`config.mk`:
```
export PLATFORM = sky130hd
export DESIGN_NAME = acfg_regs
export DESIGN_NICKNAME = d
export VERILOG_FILES = /design/src/common/acfg_pkg.sv /design/src/hdl/acfg_regs.sv
export VERILOG_INCLUDE_DIRS = /design/src /design/src/common
export SDC_FILE = /design/constraint.sdc
export NUM_CORES = 1
export LEC_CHECK = 0
export BUFFER_PORTS_ARGS = -buffer_cell sky130_fd_sc_hd__buf_4
export CAP_MARGIN = 25
export CELL_PAD_IN_SITES_DETAIL_PLACEMENT = 0
export CELL_PAD_IN_SITES_GLOBAL_PLACEMENT = 1
export CORE_MARGIN = 2
export CORE_UTILIZATION = 27
export CTS_BUF_LIST = sky130_fd_sc_hd__clkbuf_8
export CTS_CLUSTER_DIAMETER = 40
export DETAILED_ROUTE_END_ITERATION = 8
export PLACE_DENSITY_LB_ADDON = 0.1
export RECOVER_POWER = 50
export SYNTH_ARGS = -nofsm -noshare
export SYNTH_HDL_FRONTEND = slang
export SYNTH_SLANG_ARGS = --single-unit
```
`constraint.sdc`:
```
create_clock -name clock -period 1.84 [get_ports clock]
set_input_delay 0.368 -clock clock [delete_from_list [all_inputs] [get_ports clock]]
set_output_delay 0.368 -clock clock [all_outputs]
set_load 0.02 [all_outputs]
```
`src/common/acfg_cfg.svh`:
```
// register offsets, field positions and reset values for the channel trim bank
`ifndef ACFG_CFG_SVH
`define ACFG_CFG_SVH
`define ACFG_OFS_CH2_GAIN_TRIM 8'h44
`define ACFG_OFS_CH2_PHASE_DELAY 8'h45
`define ACFG_OFS_CH3_INPUT_CONFIG 8'h46
`define ACFG_OFS_CH3_ANALOG_GAIN_CONFIG 8'h47
`define ACFG_RST_CH2_GAIN_TRIM 8'h80
`define ACFG_RST_CH2_PHASE_DELAY 8'h00
`define ACFG_RST_CH3_INPUT_CONFIG 8'h00
`define ACFG_RST_CH3_ANALOG_GAIN_CONFIG 8'h00
`define ACFG_MASK_CH2_GAIN_TRIM 8'hF0
`define ACFG_MASK_CH2_PHASE_DELAY 8'hFF
`define ACFG_MASK_CH3_INPUT_CONFIG 8'hFD
`define ACFG_MASK_CH3_ANALOG_GAIN_CONFIG 8'hFC
`define ACFG_GTRIM_LSB 4
`define ACFG_LINE_BIT 7
`define ACFG_SRC_LSB 5
`define ACFG_DC_BIT 4
`define ACFG_IMP_LSB 2
`define ACFG_AGC_BIT 0
`define ACFG_GAIN_LSB 2
`define ACFG_GAIN_MAX 6'h2A
`define ACFG_AGC_GLOBAL_BIT 3
`endif

```
`src/common/acfg_pkg.sv`:
```
// types shared by the channel trim register bank
package acfg_pkg;
  typedef enum logic [1:0] {
    ACFG_SRC_ANA_DIFF = 2'h0,
    ACFG_SRC_ANA_SE = 2'h1,
    ACFG_SRC_PDM = 2'h2,
    ACFG_SRC_RSVD = 2'h3
  } acfg_src_t;
  typedef enum logic [1:0] {
    ACFG_IMP_2K5 = 2'h0,
    ACFG_IMP_10K = 2'h1,
    ACFG_IMP_20K = 2'h2,
    ACFG_IMP_RSVD = 2'h3
  } acfg_imp_t;
  typedef struct packed {
    logic line_select;
    acfg_src_t source;
    logic dc_coupled;
    acfg_imp_t impedance;
    logic auto_gain_on;
    logic analog_sel;
    logic pdm_sel;
    logic [5:0] analog_gain;
    logic gain_valid;
  } acfg_ch3_t;
  typedef struct packed {
    logic [3:0] gain_trim_code;
    logic [7:0] phase_delay_cycles;
  } acfg_ch2_t;
endpackage

```
`src/hdl/acfg_regs.sv`:
```
// channel 2 trim and channel 3 input configuration registers behind apb
// What this block does
// - ch2 gain trim bits 7:4 reset 8 (0 dB), 0.1 dB steps, -0.8..+0.7 dB.
// - ch2 phase trim 8 bits, reset 0, delays N modulator clock cycles.
// - ch3 bit 7 selects mic (0) or line (1) input, reset 0.
// - ch3 bits 6:5 source: differential, single-ended, pdm mic; 3 reserved.
// - source 2 takes ch3 from second pdm data input with pdm clock.
// - ch3 bit 4 coupling: 0 ac, 1 dc, analog only, reset ac.
// - ch3 bits 3:2 impedance 2.5k, 10k, 20k; code 3 reserved.
// - ch3 bit 0 enables agc, qualified by global agc config bit 3.
// - page 0 bytes 0x44..0x47 in order; gain trim resets 0x80, others zero. The code decodes them as word indices, at bytes 0x110..0x11C.
// - ch3_analog_gain bits 7:2, 1 dB steps 0..42 dB; 43..63 reserved.
//
// Added by the designer: the APB register port.
`timescale 1ns/1ps
`include "acfg_cfg.svh"
module acfg_regs
  import acfg_pkg::*;
(
  // clock and reset
  input wire logic clock,
  input wire logic nrst,
  // apb slave
  input wire logic psel,
  input wire logic penable,
  input wire logic pwrite,
  input wire logic [31:0] paddr,
  input wire logic [31:0] pwdata,
  input wire logic [3:0] pstrb,
  output logic [31:0] prdata,
  output logic pready,
  output logic pslverr,
  // global agc configuration from register 108 of page 0
  input wire logic [7:0] agc_global_config,
  // pdm path for channel 3
  input wire logic pdm_data_in_two,
  input wire logic pdm_clock_out,
  // configuration outputs
  output acfg_ch2_t ch2_cfg,
  output acfg_ch3_t ch3_cfg,
  output logic ch3_agc_active,
  output logic ch3_pdm_sample
);

  localparam int NREG = 4;
  localparam logic [7:0] OFS [NREG] = '{`ACFG_OFS_CH2_GAIN_TRIM, `ACFG_OFS_CH2_PHASE_DELAY,
    `ACFG_OFS_CH3_INPUT_CONFIG, `ACFG_OFS_CH3_ANALOG_GAIN_CONFIG};
  localparam logic [7:0] RST [NREG] = '{`ACFG_RST_CH2_GAIN_TRIM, `ACFG_RST_CH2_PHASE_DELAY,
    `ACFG_RST_CH3_INPUT_CONFIG, `ACFG_RST_CH3_ANALOG_GAIN_CONFIG};
  localparam logic [7:0] MSK [NREG] = '{`ACFG_MASK_CH2_GAIN_TRIM, `ACFG_MASK_CH2_PHASE_DELAY,
    `ACFG_MASK_CH3_INPUT_CONFIG, `ACFG_MASK_CH3_ANALOG_GAIN_CONFIG};

  logic [7:0] regs [NREG];
  logic [NREG-1:0] hit;
  logic [7:0] rd_byte;
  logic pdm_clock_d;
  logic ch3_pdm_bit;

  // single-cycle access phase: no wait states
  wire access = psel && penable;
  wire wr_en = access && pwrite && pstrb[0];
  // printed offsets are word indices: the byte address is four times the index
  wire word_aligned = (paddr[1:0] == 2'h0) && (paddr[31:10] == 22'h0);
  wire mapped = |hit;

  genvar gi;
  generate
    for (gi = 0; gi < NREG; gi++) begin : g_reg
      assign hit[gi] = word_aligned && (paddr[9:2] == OFS[gi]);
      always_ff @(posedge clock or negedge nrst) begin
        if (!nrst) begin
          regs[gi] <= RST[gi];
        end else if (wr_en && hit[gi]) begin
          regs[gi] <= pwdata[7:0] & MSK[gi];
        end
      end
    end
  endgenerate

  always_comb begin
    rd_byte = 8'h00;
    for (int i = 0; i < NREG; i++) begin
      if (hit[i]) begin
        rd_byte = regs[i] & MSK[i];
      end
    end
  end

  assign pready = 1'b1;
  // unmapped or misaligned addresses answer with an error, reads return zero
  assign pslverr = access && !mapped;

  always_ff @(posedge clock or negedge nrst) begin
    if (!nrst) begin
      prdata <= 32'h0;
    end else if (psel && !penable && !pwrite) begin
      prdata <= {24'h0, rd_byte};
    end
  end

  // channel 2 fields
  assign ch2_cfg.gain_trim_code = regs[0][`ACFG_GTRIM_LSB +: 4];
  assign ch2_cfg.phase_delay_cycles = regs[1];

  // channel 3 input fields
  wire [7:0] icfg = regs[2];
  wire [1:0] src_code = icfg[`ACFG_SRC_LSB +: 2];
  wire is_analog = (src_code == ACFG_SRC_ANA_DIFF) || (src_code == ACFG_SRC_ANA_SE);
  wire is_pdm = (src_code == ACFG_SRC_PDM);
  wire [5:0] gain_code = regs[3][`ACFG_GAIN_LSB +: 6];

  assign ch3_cfg.line_select = icfg[`ACFG_LINE_BIT];
  assign ch3_cfg.source = acfg_src_t'(src_code);
  // coupling only matters to the analog front end; impedance passes through for every source
  assign ch3_cfg.dc_coupled = icfg[`ACFG_DC_BIT] && is_analog;
  assign ch3_cfg.impedance = acfg_imp_t'(icfg[`ACFG_IMP_LSB +: 2]);
  assign ch3_cfg.auto_gain_on = icfg[`ACFG_AGC_BIT];
  assign ch3_cfg.analog_sel = is_analog;
  assign ch3_cfg.pdm_sel = is_pdm;
  assign ch3_cfg.analog_gain = gain_code;
  // reserved gain codes are stored but flagged so the gain stage can ignore them
  assign ch3_cfg.gain_valid = (gain_code <= `ACFG_GAIN_MAX);

  assign ch3_agc_active = icfg[`ACFG_AGC_BIT] && agc_global_config[`ACFG_AGC_GLOBAL_BIT];

  // pdm data is taken on the rising edge of the pdm clock while source is pdm
  wire pdm_rise = pdm_clock_out && !pdm_clock_d;

  always_ff @(posedge clock or negedge nrst) begin
    if (!nrst) begin
      pdm_clock_d <= 1'b0;
    end else begin
      pdm_clock_d <= pdm_clock_out;
    end
  end

  always_ff @(posedge clock or negedge nrst) begin
    if (!nrst) begin
      ch3_pdm_bit <= 1'b0;
    end else if (is_pdm && pdm_rise) begin
      ch3_pdm_bit <= pdm_data_in_two;
    end
  end

  assign ch3_pdm_sample = ch3_pdm_bit;

endmodule // acfg_regs

```
==> impl_metrics.yaml, run 1 <==
outcome:
  status: "finished with violations"
  violations: "negative setup slack"
sta:
  final.setup.tns_ps: -34.41
  slew_violations: 0
  max_freq_ghz: 0.5335
  worstMarginPinSlew_ps: 902.0
  hold_viol: 0
  timing.final.ws_setup_ps: -34.41
  layout_min_cycle_time_ps: 1874
  slew_headroom_pct: 39.86
  setup_viol: 1
  period_share_pct: 101.9
  finalClockSkew_ps: 4.157
  rsz0062_at_grt: "yes"
logic_synthesis:
  synth.distinct_cells: 33
  netlist.area_leader.share_pct: 43.51
  yosysWarnings: 0
  synthCells: 164
  ys_seq_area_share_pct: 44.85
  yosysTopAreaCell: "dfrtp_1"
  synth_seq_cells: 35
  syn_area_sq_um: 1956
  postSynthAreaPerCell_sq_um: 11.92
  synth_area_leaders: "dfrtp_1 44%, mux2_2 15%, buf_4 13%"
route:
  via_per_inst: 4.282
  wl_met3_microns: 319
  wl_met2_microns: 2572
  wl_per_cell_microns: 14.40
  firstDrtPassIters: 4
  highest_layer: "met4"
  vias: 1550
  wl_microns: 5212
  wl_met1_microns: 2284
  drc: 0
  drt_first_iter_violations: 23
  ant_nets: 0
global_routing:
  grt_pass1_vias: 1462
  grt_usage_pct: 12.81
  grt_first_pass_wirelength_microns: 7755
  grt-ovfl-total: 0
  grt_max_degree: 36
  antenna_found_initial: 0
critical_path:
  path_class: "in -> out"
  cp.arrival_ps: 1510
  required_ps: 1470
  cp-end-kind: "output port"
  path_max_fanout: 2
  start_kind: "input pin"
placed_design:
  io_buffer_count: 87
  gp_congestion: 0.7158
  dp.final_hpwl_microns: 4008
power:
  power_mw: 1.526
  p_sw_share_pct: 26.26
  p_sw_mw: 0.4008
  seqPwrFrac_pct: 50.6
  pwr-share-comb_pct: 15.1
  p_clk_share_pct: 34.3
  peakVddDrop_mv: 0.3454
  leakagePower_nw: 1.449
  p_int_mw: 1.126
  cellPowerDensity_nw_per_um2: 526.8
floorplan:
  die_w_microns: 89.11
  io_pins: 147
  die_area_sq_um: 7940
  coreArea_sq_um: 7137
  start_util_pct: 27.40
  rows: 31
  die_h_microns: 89.11
layout:
  antenna_cells: 0
  drive_above_1_share_pct: 56.65
  fillCellCount: 717
  num-nets-final: 345
  area_delta_synth_final_pct: 48.18
clock_network:
  cts-root-buf: "clkbuf_8"
  clk_pin_slew_ps: 70
  clock_latency_ps: 280
  clk_path_buf_depth: 2
  cts_tree: "yes"
  cts_sinks: 35
  h-tree-depth: 2
  cts_inserted_buffers: 5
flow_run:
  maxCapViolCount: 0
min_path:
  min_path_type: "in -> async"
## layout make-up
type	count	area, sq um	share of cell area, %
Sequential cell	35	877.1	30.27
Clock inverter	3	12.51	0.4318
Inverter	2	7.507	0.2591
Tap cell	99	123.9	4.275
Clock buffer	5	68.82	2.375
Multi-Input combinational cell	112	1018	35.15
Timing Repair Buffer	106	789.5	27.25
## worst max-delay path, cell delays in order
cell,delay (ps)
buf_6,90
nor4b_4,340
nand4_4,140
or2_4,280
and3_4,150
buf_6,120
## Yosys cell counts (all sizes together)
| library cell | count |
|---|---|
| a21oi | 1 |
| a22oi | 1 |
| and2 | 1 |
| and2b | 1 |
| and3 | 1 |
| buf | 34 |
| clkbuf | 4 |
| conb | 2 |
| dfrtp | 34 |
| dfstp | 1 |
| inv | 2 |
| mux2 | 26 |
| mux4 | 4 |
| nand2 | 10 |
| nand3 | 4 |
| nand4 | 5 |
| nor2 | 3 |
| nor2b | 4 |
| nor4 | 8 |
| nor4b | 4 |
| o21ai | 8 |
| o22a | 2 |
| o31ai | 1 |
| o41ai | 2 |
| or2 | 1 |
## flip-flops by register name, indices dropped and copies added (netlist names)
| name | flops |
|---|---|
| ch3_cfg | 6 |
| ch3_pdm_sample | 1 |
| pdm_clock_d | 1 |
| icfg | 7 |
| ch2_cfg | 12 |
| prdata | 8 |
## worst paths after layout
check	from	endpoint	slack, ps	cells after the start
max	paddr[7]	pslverr	-30	6
min	nrst	ch3_cfg[5]	200	1
max reg2reg	icfg[6]	ch3_pdm_sample	440	3
min reg2reg	prdata[3]	prdata[3]	480	2
max in group asynchronous	nrst	ch2_cfg[0]	1080	1
min in group clock	pdm_clock_out	pdm_clock_d	210	1
## power by group through the flow
stage	clock network [mW]	registers (mW)	logic [mW]
after CTS	0.546	0.772	0.231
final	0.524	0.772	0.230
after detailed placement	0	0.787	0.226
after floorplan	0	0.788	0.133
after global routing	0.587	0.772	0.252
after global placement	0	0.787	0.225
## stage by stage
step	instances	cell area, sq um	util (%)	hold slack, ps	setup WS, ps
finish	362	2898	40.60	204.1	-34.41
global route	362	2898	40.60	200.5	-75.33
CTS	361	2913	40.81	45.86	-33.92
detailed placement	350	2790	39.10	358.7	-314.2
global placement	350	2790	39.10	365.9	-305.4
floorplan	187	2178	-	72.41	-73.59
## layout by cell type, fill, tap and decap left out, types with 2 or more instances in the layout
master,Yosys,layout
nor4b_4,2,3
o21ai_0,8,8
mux2_2,26,22
inv_1,2,4
buf_4,33,85
nand3_1,4,4
nor2b_1,4,4
nor2_1,3,3
nand2_1,10,10
mux4_2,4,4
dfrtp_1,34,34
clkbuf_1,2,10
o41ai_1,2,2
nand4_1,3,3
nand4_4,0,2
mux2_4,0,4
clkbuf_8,1,5
conb_1,2,25
o22a_1,2,2
nor4_4,1,7
buf_6,0,9
## cells by family after synthesis
kind of cell           after synthesis  share of synthesized area (%)
and+or+nand+nor                     42                          15.74
buffers and inverters               40                          14.59
DFF                                 35                          44.85
muxes                               30                          19.58
AOI/OAI and AO/OA                   15                          4.863
other                                2                         0.3840
## layer usage
layer | global-route usage (%) | up-vias
met4 | 3.256 | 0
met1 | 17.60 | 757
met5 | 0 | -
li1 | - | 730
met3 | 3.047 | 5
met2 | 20.40 | 58
## timing repair
action	CTS	global route
buffers inserted	3	1
hold buffers	0	0
setup endpoints to repair	5	15
gates resized for setup	6	5
pin swaps	7	10
hold endpoints to repair	0	0
Note: power is estimated with default switching activity, not from simulation.
==> inputs of run 2 (changes only) <==
Settings changed: SETUP_SLACK_MARGIN set to 0.15.
==> impl_metrics.yaml, run 2 (synthesis results as in run 1) <==
critical_path:
  path_max_fanout: 2
  cp-end-kind: "output port"
  cp.arrival_ps: 1470
  crit_path_end: "pslverr"
  reg2reg_slack_ps: 480
  worstRegToRegCells: 3
  crit_start: "paddr[23]"
  reg2reg_to: "ch3_pdm_sample"
  required_ps: 1470
  r2r-start: "icfg[6]"
  path_class: "in -> out"
  start_kind: "input pin"
sta:
  slew_violations: 0
  slew_headroom_pct: 40.15
  period_share_pct: 99.63
  worstMarginPinSlew_ps: 897.7
  hold_viol: 0
  rsz0062_at_grt: "yes"
  setup_viol: 0
  max_freq_ghz: 0.5455
  finalClockSkew_ps: 9.857
  layout_min_cycle_time_ps: 1833
placed_design:
  gp_congestion: 0.6961
  dp.final_hpwl_microns: 4069
  placed_cell_area_sq_um: 2825
  io_buffer_count: 87
power:
  seqPwrFrac_pct: 47.8
  leakagePower_nw: 1.451
  pwr-share-comb_pct: 14.6
  p_clk_share_pct: 37.5
  p_sw_share_pct: 26.76
  peakVddDrop_mv: 0.3389
  cellPowerDensity_nw_per_um2: 535.6
  p_sw_mw: 0.4318
  p_int_mw: 1.182
layout:
  antenna_cells: 0
  largest_reg_flops: 12
  post-route-cell-area_sq_um: 3013
  drive_above_1_share_pct: 55.68
  num-nets-final: 346
  area_delta_synth_final_pct: 54.06
  final_cell_mix: "70 x buf_4, 33 x dfrtp_1, 25 x conb_1, 21 x mux2_4, 18 x clkbuf_1"
  final_common_cell: "buf_4"
  fin_util_pct: 42.22
route:
  vias: 1536
  ant_nets: 0
  firstDrtPassIters: 4
  wl_microns: 5356
  drt_first_iter_violations: 42
  drc: 0
  via_per_inst: 4.231
  wl_per_cell_microns: 14.75
floorplan:
  io_pins: 147
  die_h_microns: 89.11
  die_w_microns: 89.11
  start_util_pct: 27.40
  die_area_sq_um: 7940
  coreArea_sq_um: 7137
  rows: 31
clock_network:
  clk_path_buf_depth: 2
  h-tree-depth: 2
  cts_tree: "yes"
  cts_sinks: 35
  cts_hold_buf: 0
  clk_pin_slew_ps: 80
  cts_inserted_buffers: 5
  clock_latency_ps: 290
  cts-root-buf: "clkbuf_8"
global_routing:
  antenna_found_initial: 0
  grt_pass1_vias: 1555
  grt_usage_pct: 14.09
  grt-ovfl-total: 0
  grt_first_pass_wirelength_microns: 8314
  grt_max_degree: 36
outcome:
  status: "complete, no violations"
min_path:
  min_path_type: "in -> async"
flow_run:
  maxCapViolCount: 0
==> run 2: worst min path at each step <==
stage / slack [ps] / to / from
floorplan: 70 / ch2_cfg[0] / nrst
global placement: 360 / ch3_pdm_sample / nrst
detailed placement: 360 / ch3_pdm_sample / nrst
CTS: 40 / ch2_cfg[10] / nrst
global route: 210 / pdm_clock_d / pdm_clock_out
finish: 190 / icfg[6] / nrst
==> run 2: critical path, cell delays in order <==
cell	delay (ps)
buf_6	100
nor4_4	320
nand4_4	140
or2_1	260
and3_4	160
buf_6	120
==> run 2: repair_timing <==
action / CTS / global route
pin swaps: 11 / 7
resized for setup: 16 / 15
buffers inserted: 4 / 3
endpoints found under the setup margin: 17 / 27
==> run 2: layout make-up <==
cell class                      instances  area, sq um
Inverter                                2        7.507
Sequential cell                        35        878.3
Tap cell                               99        123.9
Clock inverter                          2        16.27
Clock buffer                            6        82.58
Fill cell                             723         4124
Multi-Input combinational cell        112         1099
Timing Repair Buffer                  107        805.8
==> run 2: through the flow <==
step                cells  TNS [ps]  hold slack (ps)  power [mW]  setup slack (ps)
global placement      348     -5186            360.4       1.014            -263.6
global route          363    -37.71            211.3       1.689            -37.71
detailed placement    348     -5026            357.4       1.015            -276.2
CTS                   360    -3.863            38.96       1.633            -3.863
finish                363         0            194.5       1.614             6.754
floorplan             187     -1076            72.41      0.9226            -73.59
==> run 2: power groups by stage <==
stage          logic, mW  registers [mW]  clock network (mW)
2_1_floorplan      0.134           0.788                   0
3_3_place_gp       0.228           0.787                   0
3_5_place_dp       0.228           0.787                   0
6_report           0.236           0.772               0.606
4_1_cts            0.238           0.772               0.623
5_1_grt            0.260           0.772               0.657
==> run 2: routing by layer <==
metal / vias to the layer above / track usage [%] / part of all wire [%]
li1: 733 / - / -
met1: 744 / 18.73 / 46
met2: 55 / 22.90 / 49
met3: 4 / 3.509 / 4.8
met4: 0 / 3.935 / 0.45
met5: - / 0 / 0
==> inputs of run 3 (changes only) <==
Settings changed: CTS_BUF_LIST sky130_fd_sc_hd__clkbuf_8 to sky130_fd_sc_hd__clkbuf_4 sky130_fd_sc_hd__clkbuf_8, PLACE_DENSITY set to 0.82, PLACE_DENSITY_LB_ADDON 0.1 to not set.
==> impl_metrics.yaml, run 3 (synthesis results as in run 1) <==
outcome:
  status: "complete, no violations"
sta:
  slew_violations: 0
  hold_slack_ps: 194.6
  worstMarginPinSlew_ps: 881.1
  final.setup.tns_ps: 0
  hold_viol: 0
  finalClockSkew_ps: 6.158
  slew_headroom_pct: 41.26
  setup_viol: 0
  period_share_pct: 99.38
  timing.final.ws_setup_ps: 11.48
  max_freq_ghz: 0.5469
  layout_min_cycle_time_ps: 1829
  rsz0062_at_grt: "yes"
critical_path:
  required_ps: 1470
  path_max_fanout: 2
  path_class: "in -> out"
  start_kind: "input pin"
  cp-end-kind: "output port"
  cp.arrival_ps: 1460
global_routing:
  antenna_found_initial: 0
  grt-ovfl-total: 0
  grt_pass1_vias: 1451
  grt_usage_pct: 12.71
  grt_max_degree: 36
  grt_first_pass_wirelength_microns: 7500
clock_network:
  cts_hold_buf: 0
  cts-root-buf: "clkbuf_8"
  clk_pin_slew_ps: 80
  clk_path_buf_depth: 2
  h-tree-depth: 2
  cts_sinks: 35
  cts_tree: "yes"
  cts_inserted_buffers: 5
  clock_latency_ps: 280
layout:
  drive_above_1_share_pct: 55.38
  final_cell_mix: "68 x buf_4, 33 x dfrtp_1, 25 x conb_1, 18 x clkbuf_1, 16 x mux2_2"
  post-route-cell-area_sq_um: 2950
  final_common_cell: "buf_4"
  area_delta_synth_final_pct: 50.86
  antenna_cells: 0
  largest_reg_flops: 12
  num-nets-final: 342
  finalNonFillerCells: 359
power:
  peakVddDrop_mv: 0.4039
  cellPowerDensity_nw_per_um2: 552.0
  leakagePower_nw: 1.425
route:
  drt_first_iter_violations: 65
  wl_per_cell_microns: 14.07
  via_per_inst: 4.187
  firstDrtPassIters: 4
  vias: 1503
  wl_microns: 5052
  ant_nets: 0
  drc: 0
floorplan:
  coreArea_sq_um: 7137
  die_w_microns: 89.11
  start_util_pct: 27.40
  rows: 31
  die_area_sq_um: 7940
  io_pins: 147
  die_h_microns: 89.11
placed_design:
  placed_cell_area_sq_um: 2830
  gp_congestion: 0.7335
  pre_cts_slack_ps: -259.9
  io_buffer_count: 87
  dp.final_hpwl_microns: 3866
  placedCellCount: 347
flow_run:
  maxCapViolCount: 0
min_path:
  min_path_type: "in -> async"
[run 3: final cells by class]
cell class	instances	area, sq um
Fill cell	720	4187
Multi-Input combinational cell	112	1060
Sequential cell	35	878.3
Timing Repair Buffer	103	777.0
Tap cell	99	123.9
Clock buffer	7	96.34
Clock inverter	1	7.507
Inverter	2	7.507
[run 3: metrics by stage]
| stage | util (%) | total power [mW] |
|---|---|---|
| after floorplan | - | 0.9226 |
| after detailed placement | 39.66 | 1.013 |
| final | 41.34 | 1.628 |
| after global placement | 39.66 | 1.010 |
| after global routing | 41.34 | 1.712 |
| after CTS | 41.85 | 1.650 |
[run 3: critical path, cell delays in order]
cell and delay, ps:
buf_4 120, nor4_4 290, nand4_4 140, or2_4 280
and3_4 150, buf_6 120
[run 3: worst paths after layout]
| check | startpoint | end | slack [ps] | cells past startpoint |
|---|---|---|---|---|
| worst max-delay path | paddr[0] | pslverr | 10 | 6 |
| worst min-delay path | nrst | pdm_clock_d | 190 | 1 |
| worst max register to register | icfg[6] | ch3_pdm_sample | 490 | 3 |
| worst min register to register | prdata[5] | prdata[5] | 480 | 2 |
| max in group asynchronous | nrst | ch3_cfg[2] | 1040 | 1 |
| min in group clock | pdm_clock_out | pdm_clock_d | 220 | 1 |
[run 3: per-layer routing]
metal / vias up / track usage [%] / wire length [microns]
met1: 716 / 17.25 / 2202
met5: - / 0 / 0
met4: 0 / 3.392 / 48
li1: 724 / - / -
met3: 6 / 3.232 / 272
met2: 57 / 20.27 / 2529
[run 3: power by group]
part / internal, mW / leakage, nW / switching [mW]
clock network: 0.341 / 0.0505 / 0.286
registers: 0.771 / 0.481 / 0.000896
logic: 0.101 / 0.894 / 0.129
total: 1.21 / 1.43 / 0.415
[run 3: what timing repair did]
action	4_1_cts	5_1_grt
resized for setup	11	6
hold endpoints to repair	0	0
setup endpoints to repair	25	27
setup buffers	2	2
cloned	0	0
pin swaps	7	2
